[src/hw/cspl_pkg.sv]
// Purpose: Constants for the configuration status pin logic
// Assumes: 20 MHz clock, APB with 32-bit data
// Notes:   Offsets are byte addresses
package cspl_pkg;
  // Register byte offsets
  localparam logic [7:0] OFF_CTRL = 8'h00;
  localparam logic [7:0] OFF_STAT = 8'h04;
  localparam logic [7:0] OFF_IRQ_STAT = 8'h08;
  localparam logic [7:0] OFF_IRQ_EN = 8'h0c;
  localparam logic [7:0] OFF_IRQ_CLR = 8'h10;
  localparam logic [7:0] OFF_USER = 8'h14;
  localparam logic [7:0] OFF_ADDR = 8'h18;
  // Control fields
  localparam int CTRL_SCAN_PRIM = 0;
  localparam int CTRL_WIDE_ADDR = 1;
  localparam logic [1:0] CTRL_RESET = 2'h0;
  // Interrupt event bits
  localparam int EV_INIT_HIGH = 0;
  localparam int EV_DATA_ERR = 1;
  localparam int EV_DONE = 2;
  localparam int EV_ADDR_STEP = 3;
  localparam int EV_W = 4;
  // User pin register fields, value then enable
  localparam int USR_RDY = 0;
  localparam int USR_STROBE = 2;
  localparam int USR_PEND_HI = 4;
  localparam int USR_PEND_LO = 6;
  localparam int USR_MODE1 = 8;
  localparam int USR_TDO = 10;
  localparam int USR_W = 12;
  localparam logic [11:0] USER_RESET = 12'h000;
  // Address widths
  localparam int ADDR_W = 22;
  localparam int ADDR_NARROW_W = 18;
  // Mode encodings of the sampled mode pins
  localparam logic [2:0] MODE_MASTER_SER = 3'h0;
  localparam logic [2:0] MODE_PERIPH_SYNC = 3'h3;
  localparam logic [2:0] MODE_PERIPH_ASYNC = 3'h5;
  localparam logic [2:0] MODE_MASTER_PAR = 3'h6;
  localparam logic [2:0] MODE_SLAVE_SER = 3'h7;
  // Configuration states, one-hot
  typedef enum logic [3:0] {
    ST_WAIT   = 4'h1,
    ST_SAMPLE = 4'h2,
    ST_LOAD   = 4'h4,
    ST_USER   = 4'h8
  } cspl_state_t;
endpackage

[src/hw/cspl_top.sv]
// Purpose: Special-function status and mode pin logic of a config loader
// Assumes: All inputs synchronous to ref_clk_in; APB slave, one wait state
// Notes:   Pads are split into value and output enable
//
// The placing of the registers and register access over APB were chosen for this implementation.
`timescale 1ns/100ps
// Contract
// RL1 - In peripheral loading, drive byte-accept status showing host may write.
// RL2 - In async peripheral mode, a selected read shows the status on D7.
// RL3 - Before init goes high, byte-accept pin is only weakly pulled up.
// RL4 - In master parallel, strobe rises before each 18 or 22 bit address step.
// RL5 - Sample three mode inputs after init goes high; they select the mode.
// RL6 - After configuration, mode 0 and 2 are inputs, mode 1 a 3-state output.
// RL7 - During configuration, weak pull-ups on all three mode pins.
// RL8 - Scan output when scan is used, else user 3-state output after config.
// RL9 - Scan input, clock and mode-select feed logic straight from the pads.
// RL10 - Without scan primitive, scan is disabled after config, pins go user.
// RL11 - Active-high pending output stays high until user I/O are active.
// RL12 - After configuration, pending, byte-accept and strobe pins become user.
// RL13 - Active-low pending output stays low until user I/O are active.
// RL14 - During configuration, drive init low on a data error.
// RL15 - All mode inputs high decode as slave serial loading.
module cspl_top (
  // Clock and reset
  input  wire logic        ref_clk_in,
  input  wire logic        rst_b_in,
  // APB slave
  input  wire logic        psel_in,
  input  wire logic        penable_in,
  input  wire logic        pwrite_in,
  input  wire logic [7:0]  paddr_in,
  input  wire logic [31:0] pwdata_in,
  output logic             pready_out,
  output logic             pslverr_out,
  output logic [31:0]      prdata_out,
  output logic             irq_out,
  // Configuration controller
  input  wire logic        program_b_in,
  input  wire logic        init_line_in,
  input  wire logic        data_err_in,
  input  wire logic        config_done_in,
  input  wire logic        byte_consumed_in,
  input  wire logic        addr_step_in,
  output logic [2:0]       config_mode_out,
  output logic [21:0]      config_addr_out,
  // Host side of peripheral loading
  input  wire logic        host_cs_in,
  input  wire logic        host_rd_in,
  input  wire logic        host_wr_in,
  output logic             d7_out,
  output logic             d7_oe_out,
  // Status pins
  output logic             init_out,
  output logic             init_oe_out,
  output logic             rdy_busy_out,
  output logic             rdy_busy_oe_out,
  output logic             addr_strobe_out,
  output logic             addr_strobe_oe_out,
  output logic             config_pending_high_out,
  output logic             config_pending_high_oe_out,
  output logic             config_pending_low_out,
  output logic             config_pending_low_oe_out,
  // Mode pins
  input  wire logic [2:0]  config_mode_sel_in,
  output logic             mode_pullup_out,
  output logic             config_mode_sel_1_out,
  output logic             config_mode_sel_1_oe_out,
  // Scan pins
  input  wire logic        scan_tdi_in,
  input  wire logic        scan_tck_in,
  input  wire logic        scan_tms_in,
  input  wire logic        scan_tdo_data_in,
  output logic             scan_tdi_out,
  output logic             scan_tck_out,
  output logic             scan_tms_out,
  output logic             scan_active_out,
  output logic             tdo_out,
  output logic             tdo_oe_out
);
  cspl_pkg::cspl_state_t state;
  cspl_pkg::cspl_state_t next_state;
  logic [1:0]             ctrl;
  logic [11:0]            user;
  logic [3:0]             irq_stat;
  logic [3:0]             irq_en;
  logic [3:0]             events;
  logic                   init_prev;
  logic                   byte_ready;
  logic                   data_err;
  logic                   step_pend;
  logic                   periph;
  logic                   async_periph;
  logic                   master_par;
  logic                   loading;
  logic                   acc;
  logic                   wr_commit;
  logic                   addr_ok;
  logic [31:0]            rd_mux;
  logic [21:0]            next_addr;

  // Mode decode of the sampled pins
  assign periph = (config_mode_out == cspl_pkg::MODE_PERIPH_SYNC) ||
                  async_periph;
  assign async_periph = config_mode_out == cspl_pkg::MODE_PERIPH_ASYNC;
  assign master_par = config_mode_out == cspl_pkg::MODE_MASTER_PAR;
  assign loading = state == cspl_pkg::ST_LOAD;

  // Configuration sequence
  always_comb begin
    next_state = state;
    case (state)
      cspl_pkg::ST_WAIT: begin
        if (init_line_in && !init_prev) begin
          next_state = cspl_pkg::ST_SAMPLE;
        end
      end
      cspl_pkg::ST_SAMPLE: next_state = cspl_pkg::ST_LOAD;
      cspl_pkg::ST_LOAD: begin
        if (config_done_in) begin
          next_state = cspl_pkg::ST_USER;
        end
      end
      cspl_pkg::ST_USER: next_state = cspl_pkg::ST_USER;
      default: next_state = cspl_pkg::ST_WAIT;
    endcase
    if (!program_b_in) begin
      next_state = cspl_pkg::ST_WAIT;
    end
  end

  always_ff @(posedge ref_clk_in or negedge rst_b_in) begin
    if (!rst_b_in) begin
      state <= cspl_pkg::ST_WAIT;
      init_prev <= 1'b1;
    end else begin
      state <= next_state;
      init_prev <= init_line_in;
    end
  end

  // Mode pins are caught one cycle after init rises
  always_ff @(posedge ref_clk_in or negedge rst_b_in) begin
    if (!rst_b_in) begin
      config_mode_out <= cspl_pkg::MODE_SLAVE_SER;
    end else if (state == cspl_pkg::ST_SAMPLE) begin
      config_mode_out <= config_mode_sel_in; // see RL5 see RL15
    end
  end

  // Byte-accept flag; consumption wins over a host write
  always_ff @(posedge ref_clk_in or negedge rst_b_in) begin
    if (!rst_b_in) begin
      byte_ready <= 1'b1;
    end else if (!loading) begin
      byte_ready <= 1'b1;
    end else if (byte_consumed_in) begin
      byte_ready <= 1'b1; // see RL1
    end else if (host_wr_in && host_cs_in && periph) begin
      byte_ready <= 1'b0;
    end
  end

  // Data error holds init low until reprogrammed or until loading ends
  always_ff @(posedge ref_clk_in or negedge rst_b_in) begin
    if (!rst_b_in) begin
      data_err <= 1'b0;
      init_oe_out <= 1'b0;
    end else begin
      if (!program_b_in) begin
        data_err <= 1'b0;
      end else if (loading && data_err_in) begin
        data_err <= 1'b1;
      end
      init_oe_out <= loading && (data_err || data_err_in); // see RL14
    end
  end
  assign init_out = 1'b0;

  // Address step: strobe rises first, address moves a cycle later
  assign next_addr = config_addr_out + 22'h000001;
  always_ff @(posedge ref_clk_in or negedge rst_b_in) begin
    if (!rst_b_in) begin
      step_pend <= 1'b0;
      config_addr_out <= '0;
    end else if (!loading) begin
      step_pend <= 1'b0;
      if (state == cspl_pkg::ST_WAIT) begin
        config_addr_out <= '0;
      end
    end else if (step_pend) begin
      step_pend <= 1'b0;
      config_addr_out <= ctrl[cspl_pkg::CTRL_WIDE_ADDR] ? next_addr :
        {4'h0, next_addr[cspl_pkg::ADDR_NARROW_W-1:0]}; // see RL4
    end else if (master_par && addr_step_in) begin
      step_pend <= 1'b1; // see RL4
    end
  end

  // Status pins: config role until user I/O go active
  always_ff @(posedge ref_clk_in or negedge rst_b_in) begin
    if (!rst_b_in) begin
      rdy_busy_out <= 1'b1;
      rdy_busy_oe_out <= 1'b0;
      addr_strobe_out <= 1'b0;
      addr_strobe_oe_out <= 1'b0;
      config_pending_high_out <= 1'b1;
      config_pending_high_oe_out <= 1'b1;
      config_pending_low_out <= 1'b0;
      config_pending_low_oe_out <= 1'b1;
    end else if (next_state == cspl_pkg::ST_USER) begin
      rdy_busy_out <= user[cspl_pkg::USR_RDY]; // see RL12
      rdy_busy_oe_out <= user[cspl_pkg::USR_RDY+1];
      addr_strobe_out <= user[cspl_pkg::USR_STROBE];
      addr_strobe_oe_out <= user[cspl_pkg::USR_STROBE+1];
      config_pending_high_out <= user[cspl_pkg::USR_PEND_HI];
      config_pending_high_oe_out <= user[cspl_pkg::USR_PEND_HI+1];
      config_pending_low_out <= user[cspl_pkg::USR_PEND_LO];
      config_pending_low_oe_out <= user[cspl_pkg::USR_PEND_LO+1];
    end else begin
      rdy_busy_out <= loading ? byte_ready : 1'b1;
      rdy_busy_oe_out <= loading && periph &&
                         (next_state == cspl_pkg::ST_LOAD); // see RL1 see RL3
      addr_strobe_out <= master_par && loading && addr_step_in &&
                         !step_pend; // see RL4
      addr_strobe_oe_out <= master_par && loading;
      config_pending_high_out <= 1'b1; // see RL11
      config_pending_high_oe_out <= 1'b1;
      config_pending_low_out <= 1'b0; // see RL13
      config_pending_low_oe_out <= 1'b1;
    end
  end

  // Host read of status on D7 in async peripheral loading
  always_ff @(posedge ref_clk_in or negedge rst_b_in) begin
    if (!rst_b_in) begin
      d7_out <= 1'b0;
      d7_oe_out <= 1'b0;
    end else begin
      d7_out <= byte_ready; // see RL2
      d7_oe_out <= loading && async_periph && host_cs_in && host_rd_in;
    end
  end

  // Mode pins: pull-ups while configuring, mode 1 user output after
  always_ff @(posedge ref_clk_in or negedge rst_b_in) begin
    if (!rst_b_in) begin
      mode_pullup_out <= 1'b1;
      config_mode_sel_1_out <= 1'b0;
      config_mode_sel_1_oe_out <= 1'b0;
    end else begin
      mode_pullup_out <= next_state != cspl_pkg::ST_USER; // see RL7
      config_mode_sel_1_out <= user[cspl_pkg::USR_MODE1]; // see RL6
      config_mode_sel_1_oe_out <= (next_state == cspl_pkg::ST_USER) &&
                                  user[cspl_pkg::USR_MODE1+1];
    end
  end

  // Scan inputs go straight from pads to logic
  assign scan_tdi_out = scan_tdi_in; // see RL9
  assign scan_tck_out = scan_tck_in;
  assign scan_tms_out = scan_tms_in;

  // Scan output and scan enable
  always_ff @(posedge ref_clk_in or negedge rst_b_in) begin
    if (!rst_b_in) begin
      scan_active_out <= 1'b1;
      tdo_out <= 1'b0;
      tdo_oe_out <= 1'b0;
    end else begin
      scan_active_out <= ctrl[cspl_pkg::CTRL_SCAN_PRIM] ||
                         (next_state != cspl_pkg::ST_USER); // see RL10
      if (ctrl[cspl_pkg::CTRL_SCAN_PRIM] ||
          next_state != cspl_pkg::ST_USER) begin
        tdo_out <= scan_tdo_data_in; // see RL8
        tdo_oe_out <= 1'b1;
      end else begin
        tdo_out <= user[cspl_pkg::USR_TDO]; // see RL8
        tdo_oe_out <= user[cspl_pkg::USR_TDO+1];
      end
    end
  end

  // Interrupt events
  assign events[cspl_pkg::EV_INIT_HIGH] = state == cspl_pkg::ST_SAMPLE;
  assign events[cspl_pkg::EV_DATA_ERR] = loading && data_err_in;
  assign events[cspl_pkg::EV_DONE] = loading && config_done_in;
  assign events[cspl_pkg::EV_ADDR_STEP] = loading && step_pend;

  // APB: one wait state, writes land when pready is seen high
  assign acc = psel_in && penable_in;
  assign wr_commit = acc && pready_out && pwrite_in;
  always_comb begin
    rd_mux = 32'h0000_0000;
    addr_ok = 1'b1;
    case (paddr_in)
      cspl_pkg::OFF_CTRL: rd_mux[1:0] = ctrl;
      cspl_pkg::OFF_STAT: rd_mux[15:0] = {scan_tms_in, scan_tck_in,
        scan_tdi_in, config_mode_sel_in, data_err, byte_ready,
        init_line_in, state, config_mode_out};
      cspl_pkg::OFF_IRQ_STAT: rd_mux[3:0] = irq_stat;
      cspl_pkg::OFF_IRQ_EN: rd_mux[3:0] = irq_en;
      cspl_pkg::OFF_IRQ_CLR: rd_mux = 32'h0000_0000;
      cspl_pkg::OFF_USER: rd_mux[11:0] = user;
      cspl_pkg::OFF_ADDR: rd_mux[21:0] = config_addr_out;
      default: addr_ok = 1'b0;
    endcase
  end

  always_ff @(posedge ref_clk_in or negedge rst_b_in) begin
    if (!rst_b_in) begin
      pready_out <= 1'b0;
      pslverr_out <= 1'b0;
      prdata_out <= 32'h0000_0000;
    end else begin
      pready_out <= acc && !pready_out;
      pslverr_out <= acc && !pready_out && !addr_ok;
      prdata_out <= (acc && !pready_out && !pwrite_in) ? rd_mux :
                    32'h0000_0000;
    end
  end

  // Software registers
  always_ff @(posedge ref_clk_in or negedge rst_b_in) begin
    if (!rst_b_in) begin
      ctrl <= cspl_pkg::CTRL_RESET;
      user <= cspl_pkg::USER_RESET;
      irq_en <= 4'h0;
    end else if (wr_commit) begin
      if (paddr_in == cspl_pkg::OFF_CTRL) ctrl <= pwdata_in[1:0];
      if (paddr_in == cspl_pkg::OFF_USER) user <= pwdata_in[11:0];
      if (paddr_in == cspl_pkg::OFF_IRQ_EN) irq_en <= pwdata_in[3:0];
    end
  end

  // Sticky status, a new event wins over a clear
  always_ff @(posedge ref_clk_in or negedge rst_b_in) begin
    if (!rst_b_in) begin
      irq_stat <= 4'h0;
      irq_out <= 1'b0;
    end else begin
      if (wr_commit && paddr_in == cspl_pkg::OFF_IRQ_CLR) begin
        irq_stat <= (irq_stat & ~pwdata_in[3:0]) | events;
      end else begin
        irq_stat <= irq_stat | events;
      end
      irq_out <= |((irq_stat | events) & irq_en);
    end
  end
endmodule

[config.mk]
export PLATFORM = sky130hd
export DESIGN_NAME = cspl_top
export DESIGN_NICKNAME = d
export VERILOG_FILES = /design/src/hw/cspl_pkg.sv /design/src/hw/cspl_top.sv
export SDC_FILE = /design/constraint.sdc
export NUM_CORES = 1
export LEC_CHECK = 0
export ABC_CLOCK_PERIOD_IN_PS = 2500
export BUFFER_PORTS_ARGS = -buffer_cell sky130_fd_sc_hd__buf_2
export CAP_MARGIN = 25
export CORE_ASPECT_RATIO = 1.75
export CORE_MARGIN = 1.5
export CORE_UTILIZATION = 30
export DETAILED_ROUTE_END_ITERATION = 7
export PLACE_DENSITY = 0.56
export RECOVER_POWER = 100
export SLEW_MARGIN = 20
export SYNTH_ARGS = -nofsm -noshare
export SYNTH_HDL_FRONTEND = slang
export SYNTH_SLANG_ARGS = --single-unit
[constraint.sdc]
create_clock -name ref_clk_in -period 2.5 [get_ports ref_clk_in]
set_input_delay 0.625 -clock ref_clk_in [delete_from_list [all_inputs] [get_ports ref_clk_in]]
set_output_delay 0.625 -clock ref_clk_in [all_outputs]
set_load 0.03 [all_outputs]
* Word level (Yosys, flattened, before mapping)
Index checks and enable logic that the tools add are counted.
** Word-level totals
- Register bits :: 97
- Output and inout port bits :: 81
- Bits of input ports :: 61
- Logic and storage cells :: 132
** Cells by class
- Reduce and logical (&&, ||, !) cells :: 40
- Equality and inequality tests :: 19
- $add $sub $neg :: 1
- Mux-type cells :: 35
- Bitwise logic cells :: 5
** Operators with widths (count)
- $mux 22 :: 5
- $eq 8x5->1 const B :: 3
- $logic_and 1x1->1 :: 24
- $pmux 8 s3 :: 1
- $add 22x1->22 const B :: 1
- $mux 1 :: 20
- $eq 8x4->1 const B :: 2
- $mux 4 :: 4
- $pmux 4 s4 :: 1
- $pmux 2 s6 :: 1
- $pmux 2 s5 :: 1
- $and 4x4->4 :: 2
- $eq 4x3->1 const B :: 2
- $eq 4x4->1 const B :: 2
- $eq 8x3->1 const B :: 1
- $logic_not 8->1 :: 1
- $or 4x4->4 :: 2
- $pmux 4 s2 :: 1
- $reduce_and 2->1 :: 4
- $reduce_or 7->1 :: 1
- $eq 3x3->1 const B :: 2
- $mux 6 :: 1
- $logic_not 1->1 :: 5
- $eq 4x1->1 const B :: 1
- 10 further kinds :: 12

* Depth between registers and ports, before layout
Gate-level depths: netlist (run 1).
- Word-level depth :: 8
- Mapped depth :: 7
- Depth with buffers taken out :: 5

* Worst setup path after synthesis (run 1)
OpenSTA, ideal clock, no wires.
- Kind :: input to register
- Start point :: input port paddr_in[1]
- End point :: register user[10]
- Stages :: 6
- Path slack :: 0.466 ns
- Data required time :: 2.375 ns
- Path buffers :: 2
- Library setup time :: 0.125 ns
- Arrival :: 1.910 ns
- Cells stage by stage :: or2_2 -> buf_2 -> nor3_1 -> nand2_1 -> buf_2 -> mux2_2
** Between the ends
- Cells in the longest elaborated chain, start to end :: 2
** Ends and longest elaborated chain
- start, declared :: RTL line cspl_top.sv:31 : input wire logic [7:0] paddr_in,
- $eq 8x5->1 :: RTL line cspl_top.sv:330 : if (paddr_in == cspl_pkg::OFF_USER) user <= pwdata_in[11:0];
- $reduce_and 2->1 (no line)
- end signal, assigned :: RTL line cspl_top.sv:326 : user <= cspl_pkg::USER_RESET;
- end signal, assigned :: RTL line cspl_top.sv:330
- end, declared :: RTL line cspl_top.sv:83 : logic [11:0] user;
No other way between the ends.
A chain may end at the register's enable or synchronous reset.

* Worst setup path in the final report (run 1)
- Start point :: register config_addr_out[1]
- End point :: register config_addr_out[18]
** Between the ends
- Cells in the longest elaborated chain, start to end :: 4
** Ends and longest elaborated chain
- start, declared :: RTL line cspl_top.sv:45 : output logic [21:0] config_addr_out,
- start signal, assigned :: RTL line cspl_top.sv:192 : config_addr_out <= ctrl[cspl_pkg::CTRL_WIDE_ADDR] ? next_addr :
- $add 22x1->22 :: RTL line cspl_top.sv:180 : assign next_addr = config_addr_out + 22'h000001;
- $mux 22 :: RTL line cspl_top.sv:192
- $mux 22 :: RTL line cspl_top.sv:190 : end else if (step_pend) begin
- $mux 22 :: RTL line cspl_top.sv:185 : end else if (!loading) begin
No other way between the ends. The select of a mux whose other input is x is not followed.

==> flow_metrics.env, run 1 <==
export IMPL_syn2layout_area_growth_pct=20.9
export IMPL_rsz0062_at_grt="no"
export IMPL_post_place_ws_ns=0.231
export IMPL_status="complete, but fails checks"
export IMPL_first_pass_iters=4
export IMPL_drt_initial_drc_count=125
export IMPL_cp_end_kind="flop"
export IMPL_layout_min_cycle_time_ns=2.11
export IMPL_max_cap_violations=1
export IMPL_io_buffers=110
export IMPL_clkTransAtPathRegs_ns=0.07
export IMPL_required_ns=2.76
export IMPL_ys_flop_type="dfrtp_1"
export IMPL_async_flop_share_pct=100
export IMPL_vias=3533
export IMPL_regToRegStartpoint="config_addr_out[1]"
export IMPL_grt_pass1_wl_mm=19.1
export IMPL_grt_usage_pct=16.5
export IMPL_htreeDepth=3
export IMPL_synth_top_area_share_pct=47.3
export IMPL_core_area_um2=14800
export IMPL_num_nets_final=574
export IMPL_path_max_fanout=12
export IMPL_final_cell_mix="dfrtp_1 (85), clkbuf_1 (81), buf_2 (37), mux2_2 (36), nor2_1 (28)"
export IMPL_hold_path_class="primary input to flop"
export IMPL_r2r_cells=6
export IMPL_clock_sinks=97
export IMPL_synth_top_cell_by_area="dfrtp_1"
export IMPL_wl_per_cell_um=17.9
export IMPL_ant_nets=0
export IMPL_synth_seq_cells=97
export IMPL_ys_top_cells_by_area="dfrtp_1 (47%), mux2_2 (9.0%), dfstp_2 (7.0%)"
export IMPL_cts_root_buffer="clkbuf_16"
export IMPL_p_per_area_nw_per_um2=624
export IMPL_post_cts_resized=0
export IMPL_synth_edf_count=0
export IMPL_relSlewSlack_pct=-11.8
export IMPL_max_clock_freq_ghz=0.473
export IMPL_tightest_slew_ns=1.68
export IMPL_diodes=0
export IMPL_yosysWarnings=0
export IMPL_slowest_stage="or4_1"
export IMPL_hold_path_end="init_prev"
export IMPL_die_area_um2=15800
export IMPL_gp_congestion=0.842
export IMPL_worst_slack_ns=0.387
export IMPL_rr_endpoint="config_addr_out[18]"
export IMPL_die_w_um=95.6
export IMPL_layout_drive_gt1_share_pct=22.2
export IMPL_cp_start_kind="flop"
export IMPL_clock_tree_buffer_depth=2
export IMPL_grt_antenna_before_repair=0
export IMPL_cpPeakStageDelay_ns=0.52
export IMPL_finalWirelength_mm=12.5
export IMPL_p_total_uw=3390
export IMPL_yosysSeqAreaShare_pct=54.3
export IMPL_fp_dieH_um=165
export IMPL_hpwlAfterDp_mm=9.56
export IMPL_crit_chain="ha_1 > and3_1 > o2111ai_1 > clkbuf_1 > or4_1 > a21oi_1"
export IMPL_setup_violations=0
export IMPL_ir_drop_uv=327
export IMPL_grt_max_degree=46
export IMPL_rrSetupSlack_ns=0.39
export IMPL_hold_buffers=0
export IMPL_hold_viol_final=0
export IMPL_slew_violations=30
export IMPL_cts_setup_buffers=0
export IMPL_violations="capacitance limit, slew limit"
export IMPL_hp_start="init_line_in"
export IMPL_start_util_pct=30.5
export IMPL_hold_depth=1
export IMPL_grt_pass1_vias=3567
export IMPL_tns_ns=0
export IMPL_final_common_cell="dfrtp_1"
export IMPL_syn_cell_area_um2=4500
export IMPL_power_leakage_uw=0.00232
export IMPL_path_class="flop to flop"
export IMPL_design_portCount=142
export IMPL_rows=59
export IMPL_drc=0
export IMPL_cts_buffers=9
export IMPL_period_share_pct=84.5
export IMPL_post_route_util_pct=36.8
export IMPL_skew_ns=0.00598
export IMPL_clk_insertion_delay_late_ns=0.34
export IMPL_arrival_ns=2.38
export IMPL_synth_cells=398
export IMPL_gr_total_overflow=0
export IMPL_ys_types=62
export IMPL_syn_avg_cell_area_um2=11.3
export IMPL_viasPerCell=5.05
export IMPL_cts_tree="built"
how the worst max path moves through the flow:
stage / start / end / slack [ns]
3_5_place_dp: paddr_in[5] / prdata_out[11] / 0.23
5_1_grt: state[2] / addr_strobe_out / 0.20
2_1_floorplan: paddr_in[1] / user[10] / 0.47
6_report: config_addr_out[1] / config_addr_out[18] / 0.39
3_3_place_gp: paddr_in[5] / prdata_out[4] / 0.26
4_1_cts: state[0] / config_addr_out[21] / 0.44
cells in the mapped netlist (all sizes together) (2+ instances only):
cell type	n
nor3	6
a21oi	17
nand3	4
and2	10
and4	2
a21o	5
o21ai	18
nand4b	2
o21a	2
nor3b	2
nand4	4
a22o	5
or3	9
mux2i	2
clkbuf	8
nand3b	2
and3b	2
dfstp	12
o31ai	6
o22ai	2
a22oi	16
buf	24
inv	8
nor4	4
o211ai	2
xnor2	2
nand2b	6
mux2	36
xor2	6
nor4b	3
and3	3
o2111ai	6
or2	4
nor2b	6
dfrtp	85
nand2	21
nor2	28
or4	7
critical path: cells and delay by family (launching register included):
kind            cells  cell delay (ns)
compound gates      2             0.27
simple gates        2             0.76
flops               1             0.49
buf+inv             1             0.25
fa+ha+maj           1             0.26
power breakdown:
part | switching (uW) | internal (uW) | leakage (uW)
sequential | 34.5 | 1600 | 0.00130
clock | 595 | 928 | 0.000162
combinational | 161 | 74.1 | 0.000866
layout make-up:
cell class,count,area (um^2)
multi-input cells,270,1850
well taps,183,229
flip-flops and latches,97,2440
clock buffers,11,253
repair buffers,125,552
fillers,1526,9330
inverters,9,33.8
clock inverters,5,77.6
kinds of logic after synthesis:
kind of cell,Yosys count,share of synthesized area (%)
DFF,97,54.3
xor gates and xnor gates,8,1.56
muxes,38,9.46
buffers and inverters,41,5.04
and+or+nand+nor,128,16.5
other,1,0.0834
AOI/OAI and AO/OA,84,12.8
adders and majority gates,1,0.278
metrics by stage:
step	hold slack, ns	cell area [um^2]	instances
6_report	0.375	5440	700
3_5_place_dp	0.391	5250	684
5_1_grt	0.368	5440	700
4_1_cts	0.223	5580	700
2_1_floorplan	0.329	4530	408
3_3_place_gp	0.393	5250	684
state kept, by name, summed over array words and instances (netlist names), 2 cells and up:
signal / cells
config_addr_out: 22
prdata_out: 22
user: 12
irq_en: 4
irq_stat: 4
state: 4
config_mode_out: 3
ctrl: 2
routing by layer:
layer,vias to the layer above,GRT usage [%],wire length (um),part of all wire (%)
met2,103,30.6,7100,57
met4,0,8.49,393,3.1
met3,24,2.39,469,3.7
met1,1766,17.5,4570,36
met5,-,0,0,0
li1,1640,-,-,-
Power figures use the tool's default switching activity.
==> inputs of run 2 (changes only) <==
ABC_CLOCK_PERIOD_IN_PS = 2000   (was 2500)
clock period = 2 ns   (was 2.5 ns; I/O delays follow)
==> run 2 against run 1 <==
Effect of this change: largest power group unchanged; register-to-register slack got worse by 0.25 ns; first-iteration DRC count increased by 2.4%; fmax increased by 13%; count of clock-buffer cells in the layout increased by 2; die area unchanged; critical path type unchanged; via count increased by 3.6%; final cell count increased by 4.9%; the run now ends clean; clock power increased by 24%; core utilization increased by 1.7 points; sequential cell count unchanged; global-route usage decreased by 0.11 points; sequential power increased by 25%.
==> flow_metrics.env, run 2 (synthesized netlist as in run 1, its figures left out) <==
export IMPL_layout_drive_gt1_share_pct=27.4
export IMPL_max_cap_violations=0
export IMPL_crit_family="simple AND/OR/NAND/NOR gates"
export IMPL_drc=0
export IMPL_setup_violations=0
export IMPL_cpPeakStageDelay_ns=0.53
export IMPL_p_total_uw=4240
export IMPL_postPlaceCellArea_um2=5540
export IMPL_num_nets_final=609
export IMPL_vias=3659
export IMPL_final_cells=734
export IMPL_clockPowerShare_pct=44.7
export IMPL_clock_tree_buffer_depth=2
export IMPL_fillers=1520
export IMPL_arrival_ns=2.13
export IMPL_crit_chain="nor2b_2 > buf_4 > o2111ai_1 > buf_4 > or4_1 > a21oi_1"
export IMPL_drt_initial_drc_count=128
export IMPL_grt_usage_pct=16.4
export IMPL_final_common_cell="dfrtp_1"
export IMPL_grt_pass1_vias=3672
export IMPL_reg_top3="config_addr_out x22, prdata_out x22, user x12"
export IMPL_place_inst=718
export IMPL_viasPerCell=4.99
export IMPL_die_w_um=95.6
export IMPL_path_class="flop to flop"
export IMPL_cp_start_kind="flop"
export IMPL_slowest_stage="dfstp_1"
export IMPL_layout_min_cycle_time_ns=1.87
export IMPL_diodes=0
export IMPL_first_pass_iters=4
export IMPL_core_area_um2=14800
export IMPL_hold_viol_final=0
export IMPL_fin_area_um2=5690
export IMPL_cts_buffers=9
export IMPL_cts_root_buffer="clkbuf_16"
export IMPL_ir_drop_uv=358
export IMPL_status="complete, no violations"
export IMPL_crit_cells=6
export IMPL_wl_per_cell_um=17.2
export IMPL_max_clock_freq_ghz=0.536
export IMPL_final_cell_mix="dfrtp_1 (85), clkbuf_1 (81), buf_2 (38), mux2_2 (36), buf_4 (32)"
export IMPL_clkTransAtPathRegs_ns=0.06
export IMPL_clk_insertion_delay_late_ns=0.34
export IMPL_regToRegStartpoint="state[0]"
export IMPL_hpwlAfterDp_mm=9.78
export IMPL_start_util_pct=30.5
export IMPL_grt_max_degree=35
export IMPL_required_ns=2.26
export IMPL_rrSetupSlack_ns=0.13
export IMPL_skew_ns=0.00706
export IMPL_path_common_cell="buf_4"
export IMPL_power_leakage_uw=0.00250
export IMPL_path_buf_inv=2
export IMPL_comb_power_share_pct=7.3
export IMPL_r2r_cells=6
export IMPL_p_switching_uw=947
export IMPL_clock_sinks=97
export IMPL_htreeDepth=3
export IMPL_cts_tree="built"
export IMPL_slew_violations=0
export IMPL_rsz0062_at_grt="no"
export IMPL_tightest_slew_ns=0.858
export IMPL_ant_nets=0
export IMPL_path_max_fanout=12
export IMPL_design_portCount=142
export IMPL_hold_path_class="primary input to asynchronous set/reset pin"
export IMPL_io_buffers=110
export IMPL_grt_antenna_before_repair=0
export IMPL_gp_congestion=0.891
export IMPL_grt_pass1_wl_mm=19.1
export IMPL_switching_share_pct=22.3
export IMPL_die_area_um2=15800
export IMPL_relSlewSlack_pct=42.8
export IMPL_hold_buffers=0
export IMPL_period_share_pct=93.4
export IMPL_gr_total_overflow=0
export IMPL_syn2layout_area_growth_pct=26.6
export IMPL_fp_dieH_um=165
export IMPL_p_per_area_nw_per_um2=745
export IMPL_rows=59
export IMPL_cp_end_kind="flop"
export IMPL_seqPwrFrac_pct=48.0
export IMPL_rr_endpoint="config_addr_out[16]"
export IMPL_finalWirelength_mm=12.6
export IMPL_internal_power_uw=3290
[run 2: changes by cell type in the layout (fill, tap and decap cells not counted), moves of 2 or more]
cell / previous run / this run
clkbuf_2: 1 / 7
and2_1: 3 / 6
buf_4: 5 / 32
and2_0: 7 / 4
clkinv_2: 2 / 0
clkbuf_4: 0 / 2
[run 2: worst max-delay path by stage]
stage | startpoint | end | slack, ns
after floorplan | paddr_in[1] | user[10] | 0.09
after global placement | paddr_in[5] | prdata_out[4] | -0.06
after detailed placement | paddr_in[5] | prdata_out[11] | -0.12
after CTS | state[0] | config_addr_out[16] | 0.11
after global routing | state[0] | config_addr_out[18] | 0.02
final | state[0] | config_addr_out[16] | 0.13
[run 2: final cells by class]
class	count	area [um^2]	share of cell area, %
Clock inverter	2	60.1	1.05
Sequential cell	97	2440	42.9
Timing Repair Buffer	160	801	14.1
Clock buffer	13	270	4.75
Inverter	9	33.8	0.593
Tap cell	183	229	4.02
Multi-Input combinational cell	270	1860	32.6
[run 2: repair_timing]
action | CTS | global route
setup buffers | 0 | 1
endpoints found under the setup margin | 0 | 2
resized for setup | 0 | 1
[run 2: power by group through the flow]
stage,combinational [uW],clock [uW],sequential [uW]
finish,311,1890,2040
global route,338,2010,2040
CTS,334,1940,2040
detailed placement,333,0,2070
global placement,327,0,2070
floorplan,156,0,2090
[run 2: per-stage QoR]
stage          worst slack, ns  utilization [%]  TNS (ns)  hold WS (ns)
4_1_cts                  0.108             39.8         0         0.115
5_1_grt                 0.0150             38.6         0         0.254
3_3_place_gp           -0.0581             37.5    -0.476         0.389
6_report                 0.133             38.6         0         0.244
3_5_place_dp            -0.118             37.5    -0.688         0.391
2_1_floorplan           0.0908                -         0         0.204
[run 2: per-layer routing]
layer,vias up,GRT usage (%),share of wire (%)
met5,-,0,0
met4,0,9.09,3.6
met3,33,2.85,4.3
met2,121,30.4,56
met1,1793,16.8,36
li1,1712,-,-
[run 2: worst register-to-register path: cells and delay by family, from the launching register on]
kind            cells  cell delay, ns
flops               1            0.53
simple gates        2            0.62
buf+inv             2            0.36
compound gates      2            0.28
==> inputs of run 3 (changes only) <==
ABC_AREA = 1   (was not set)
PLACE_DENSITY = 0.55   (was 0.56)
==> run 3 against run 2 <==
Effect of this change: critical path type is now flop to output pin; routed wire length is 14% higher; final cell count is 21% higher; clock power is 10% lower; global-route usage is 1.1 points higher; synthesized cell count is 45% higher; critical endpoint is now config_mode_out[2]; sequential share of layout area is 0.11 points higher; area after synthesis is 6.1% higher; sequential power hardly changed; core utilization is 1.8 points lower; non-clock buffer count is 36 lower; setup slack better by 0.074 ns; register-to-register slack better by 0.11 ns.
==> flow_metrics.env, run 3 <==
export IMPL_status="complete, no violations"
export IMPL_clkTransAtPathRegs_ns=0.07
export IMPL_grt_max_degree=63
export IMPL_hold_viol_final=0
export IMPL_rows=60
export IMPL_worstSetupStartpoint="config_mode_out[2]"
export IMPL_ys_top_cells_by_area="dfrtp_1 (45%), nand2_1 (11%), dfstp_2 (6.6%)"
export IMPL_seqPwrFrac_pct=49.5
export IMPL_max_clock_freq_ghz=0.558
export IMPL_period_share_pct=89.7
export IMPL_grt_pass1_wl_mm=22.1
export IMPL_clk_insertion_delay_late_ns=0.35
export IMPL_postPlaceCellArea_um2=5530
export IMPL_crit_cells=1
export IMPL_clockPowerShare_pct=40.8
export IMPL_yosysSeqAreaShare_pct=51.2
export IMPL_grt_pass1_vias=4028
export IMPL_finalWirelength_mm=14.4
export IMPL_multi_input_area_um2=1840
export IMPL_drc=0
export IMPL_hold_path_class="primary input to flop"
export IMPL_cts_root_buffer="clkbuf_16"
export IMPL_required_ns=1.50
export IMPL_design_portCount=142
export IMPL_power_leakage_uw=0.00271
export IMPL_fillers=1707
export IMPL_clock_sinks=97
export IMPL_max_cap_violations=0
export IMPL_register_area_um2=2440
export IMPL_cp_end_kind="output pin"
export IMPL_reg_top3="config_addr_out x22, prdata_out x22, user x12"
export IMPL_synth_cells=576
export IMPL_synth_top_area_share_pct=44.6
export IMPL_viasPerCell=4.68
export IMPL_wl_per_cell_um=16.1
export IMPL_p_switching_uw=1180
export IMPL_switching_share_pct=28.3
export IMPL_gr_total_overflow=0
export IMPL_syn_cell_area_um2=4770
export IMPL_crit_family="flip-flops"
export IMPL_diodes=0
export IMPL_tightest_slew_ns=0.665
export IMPL_comb_power_share_pct=9.7
export IMPL_die_w_um=98.3
export IMPL_hold_depth=1
export IMPL_synth_common_cells="nand2_1 (138), dfrtp_1 (85), inv_1 (72)"
export IMPL_ir_drop_uv=389
export IMPL_hp_start="init_line_in"
export IMPL_arrival_ns=1.29
export IMPL_r2r_cells=7
export IMPL_syn2layout_area_growth_pct=19.0
export IMPL_cts_tree="built"
export IMPL_hpwlAfterDp_mm=11.3
export IMPL_path_max_fanout=6
export IMPL_final_cell_mix="nand2_1 (143), dfrtp_1 (85), inv_1 (75), clkbuf_1 (74), nor2_1 (63)"
export IMPL_io_buffers=110
export IMPL_clock_tree_buffer_depth=2
export IMPL_final_common_cell="nand2_1"
export IMPL_cpPeakStageDelay_ns=0.61
export IMPL_cp_start_kind="flop"
export IMPL_ys_types=39
export IMPL_grt_usage_pct=17.5
export IMPL_gp_congestion=0.860
export IMPL_tns_ns=0
export IMPL_synth_seq_cells=97
export IMPL_path_buf_inv=1
export IMPL_rsz0062_at_grt="no"
export IMPL_start_util_pct=30.8
export IMPL_async_flop_share_pct=100
export IMPL_die_area_um2=16700
export IMPL_internal_power_uw=2980
export IMPL_p_per_area_nw_per_um2=732
export IMPL_syn_avg_cell_area_um2=8.28
export IMPL_post_route_util_pct=36.7
export IMPL_fin_area_um2=5680
export IMPL_htreeDepth=3
export IMPL_fp_dieH_um=170
export IMPL_num_nets_final=761
export IMPL_ys_flop_type="dfrtp_1"
export IMPL_layout_min_cycle_time_ns=1.79
export IMPL_slowest_stage="dfstp_2"
export IMPL_layout_drive_gt1_share_pct=13.9
export IMPL_path_class="flop to output pin"
export IMPL_relSlewSlack_pct=55.5
export IMPL_synth_edf_count=0
export IMPL_yosysWarnings=0
export IMPL_grt_antenna_before_repair=0
export IMPL_slew_violations=0
export IMPL_drt_initial_drc_count=206
export IMPL_regToRegStartpoint="state[1]"
export IMPL_ant_nets=0
export IMPL_synth_top_cell_by_area="dfrtp_1"
export IMPL_vias=4162
export IMPL_cts_buffers=9
export IMPL_first_pass_iters=4
export IMPL_setup_violations=0
export IMPL_core_area_um2=15500
export IMPL_crit_chain="clkbuf_1"
export IMPL_skew_ns=0.00863
export IMPL_yosysMostFrequentCell="nand2_1"
-- run 3: cell count changes after synthesis, sizes merged, moves of 9 or more --
cell | previous run | this run
inv | 8 | 77
nand3 | 4 | 43
nor3 | 6 | 19
and2 | 10 | 0
nand4 | 4 | 16
nor2 | 28 | 70
o21ai | 18 | 38
or3 | 9 | 0
a21oi | 17 | 26
a22oi | 16 | 0
nand2 | 21 | 149
mux2 | 36 | 0
-- run 3: stage by stage --
stage	setup slack, ns	hold WS (ns)	total power (uW)	std cells
2_1_floorplan	0.351	0.204	2350	586
3_3_place_gp	0.132	0.326	2520	873
3_5_place_dp	0.106	0.326	2520	873
4_1_cts	0.310	0.274	4230	890
5_1_grt	0.0960	0.288	4340	890
6_report	0.207	0.302	4160	890
-- run 3: worst register-to-register path: stages (launching register included) --
cell     delay [ns]
dfrtp_1        0.41
nor2_1         0.19
nand3_1        0.27
nand2_4        0.29
inv_1          0.21
nor2_1         0.13
nand2_1        0.05
a21oi_1        0.14
-- run 3: final cells by class --
type | count | area share, %
clock inverter | 7 | 1.08
clock buffer | 9 | 3.97
inverter | 79 | 5.33
tap | 186 | 4.10
sequential | 97 | 43.0
timing repair buffer | 124 | 10.1
multi-input combinational | 388 | 32.4
-- run 3: power by group through the flow --
stage          clock network (uW)  registers (uW)  logic, uW
4_1_cts                      1740            2060        429
3_3_place_gp                    0            2090        427
6_report                     1700            2060        405
5_1_grt                      1830            2060        448
3_5_place_dp                    0            2090        427
2_1_floorplan                   0            2150        200
-- run 3: cell families after synthesis --
group	Yosys count	share of synthesized area, %
xor+xnor	2	0.367
simple gates	302	30.0
fa+ha+maj	1	0.262
compound gates	72	8.05
other cells	1	0.0786
buf+inv	101	10.0
flops	97	51.2
-- run 3: final timing paths --
| path | endpoint | slack (ns) |
|---|---|---|
| max in group asynchronous | config_pending_low_oe_out | 0.61 |
| min | init_prev | 0.30 |
| max reg2reg | config_addr_out[12] | 0.24 |
| min in group asynchronous | prdata_out[0] | 0.60 |
| max | config_mode_out[2] | 0.21 |
| min reg2reg | config_mode_sel_1_out | 0.41 |
-- run 3: layer usage --
layer / GRT usage [%] / part of all wire, % / vias up
met1: 19.0 / 37 / 1937
met3: 3.33 / 5.8 / 17
met2: 33.4 / 55 / 142
met4: 5.94 / 2.1 / 0
li1: - / - / 2066
met5: 0 / 0 / -
-- run 3: what timing repair did --
item	in CTS	in global routing
hold buffers	1	0
setup endpoints to repair	0	0
gates resized for setup	0	0
setup buffers	0	0
hold endpoints to repair	5	0
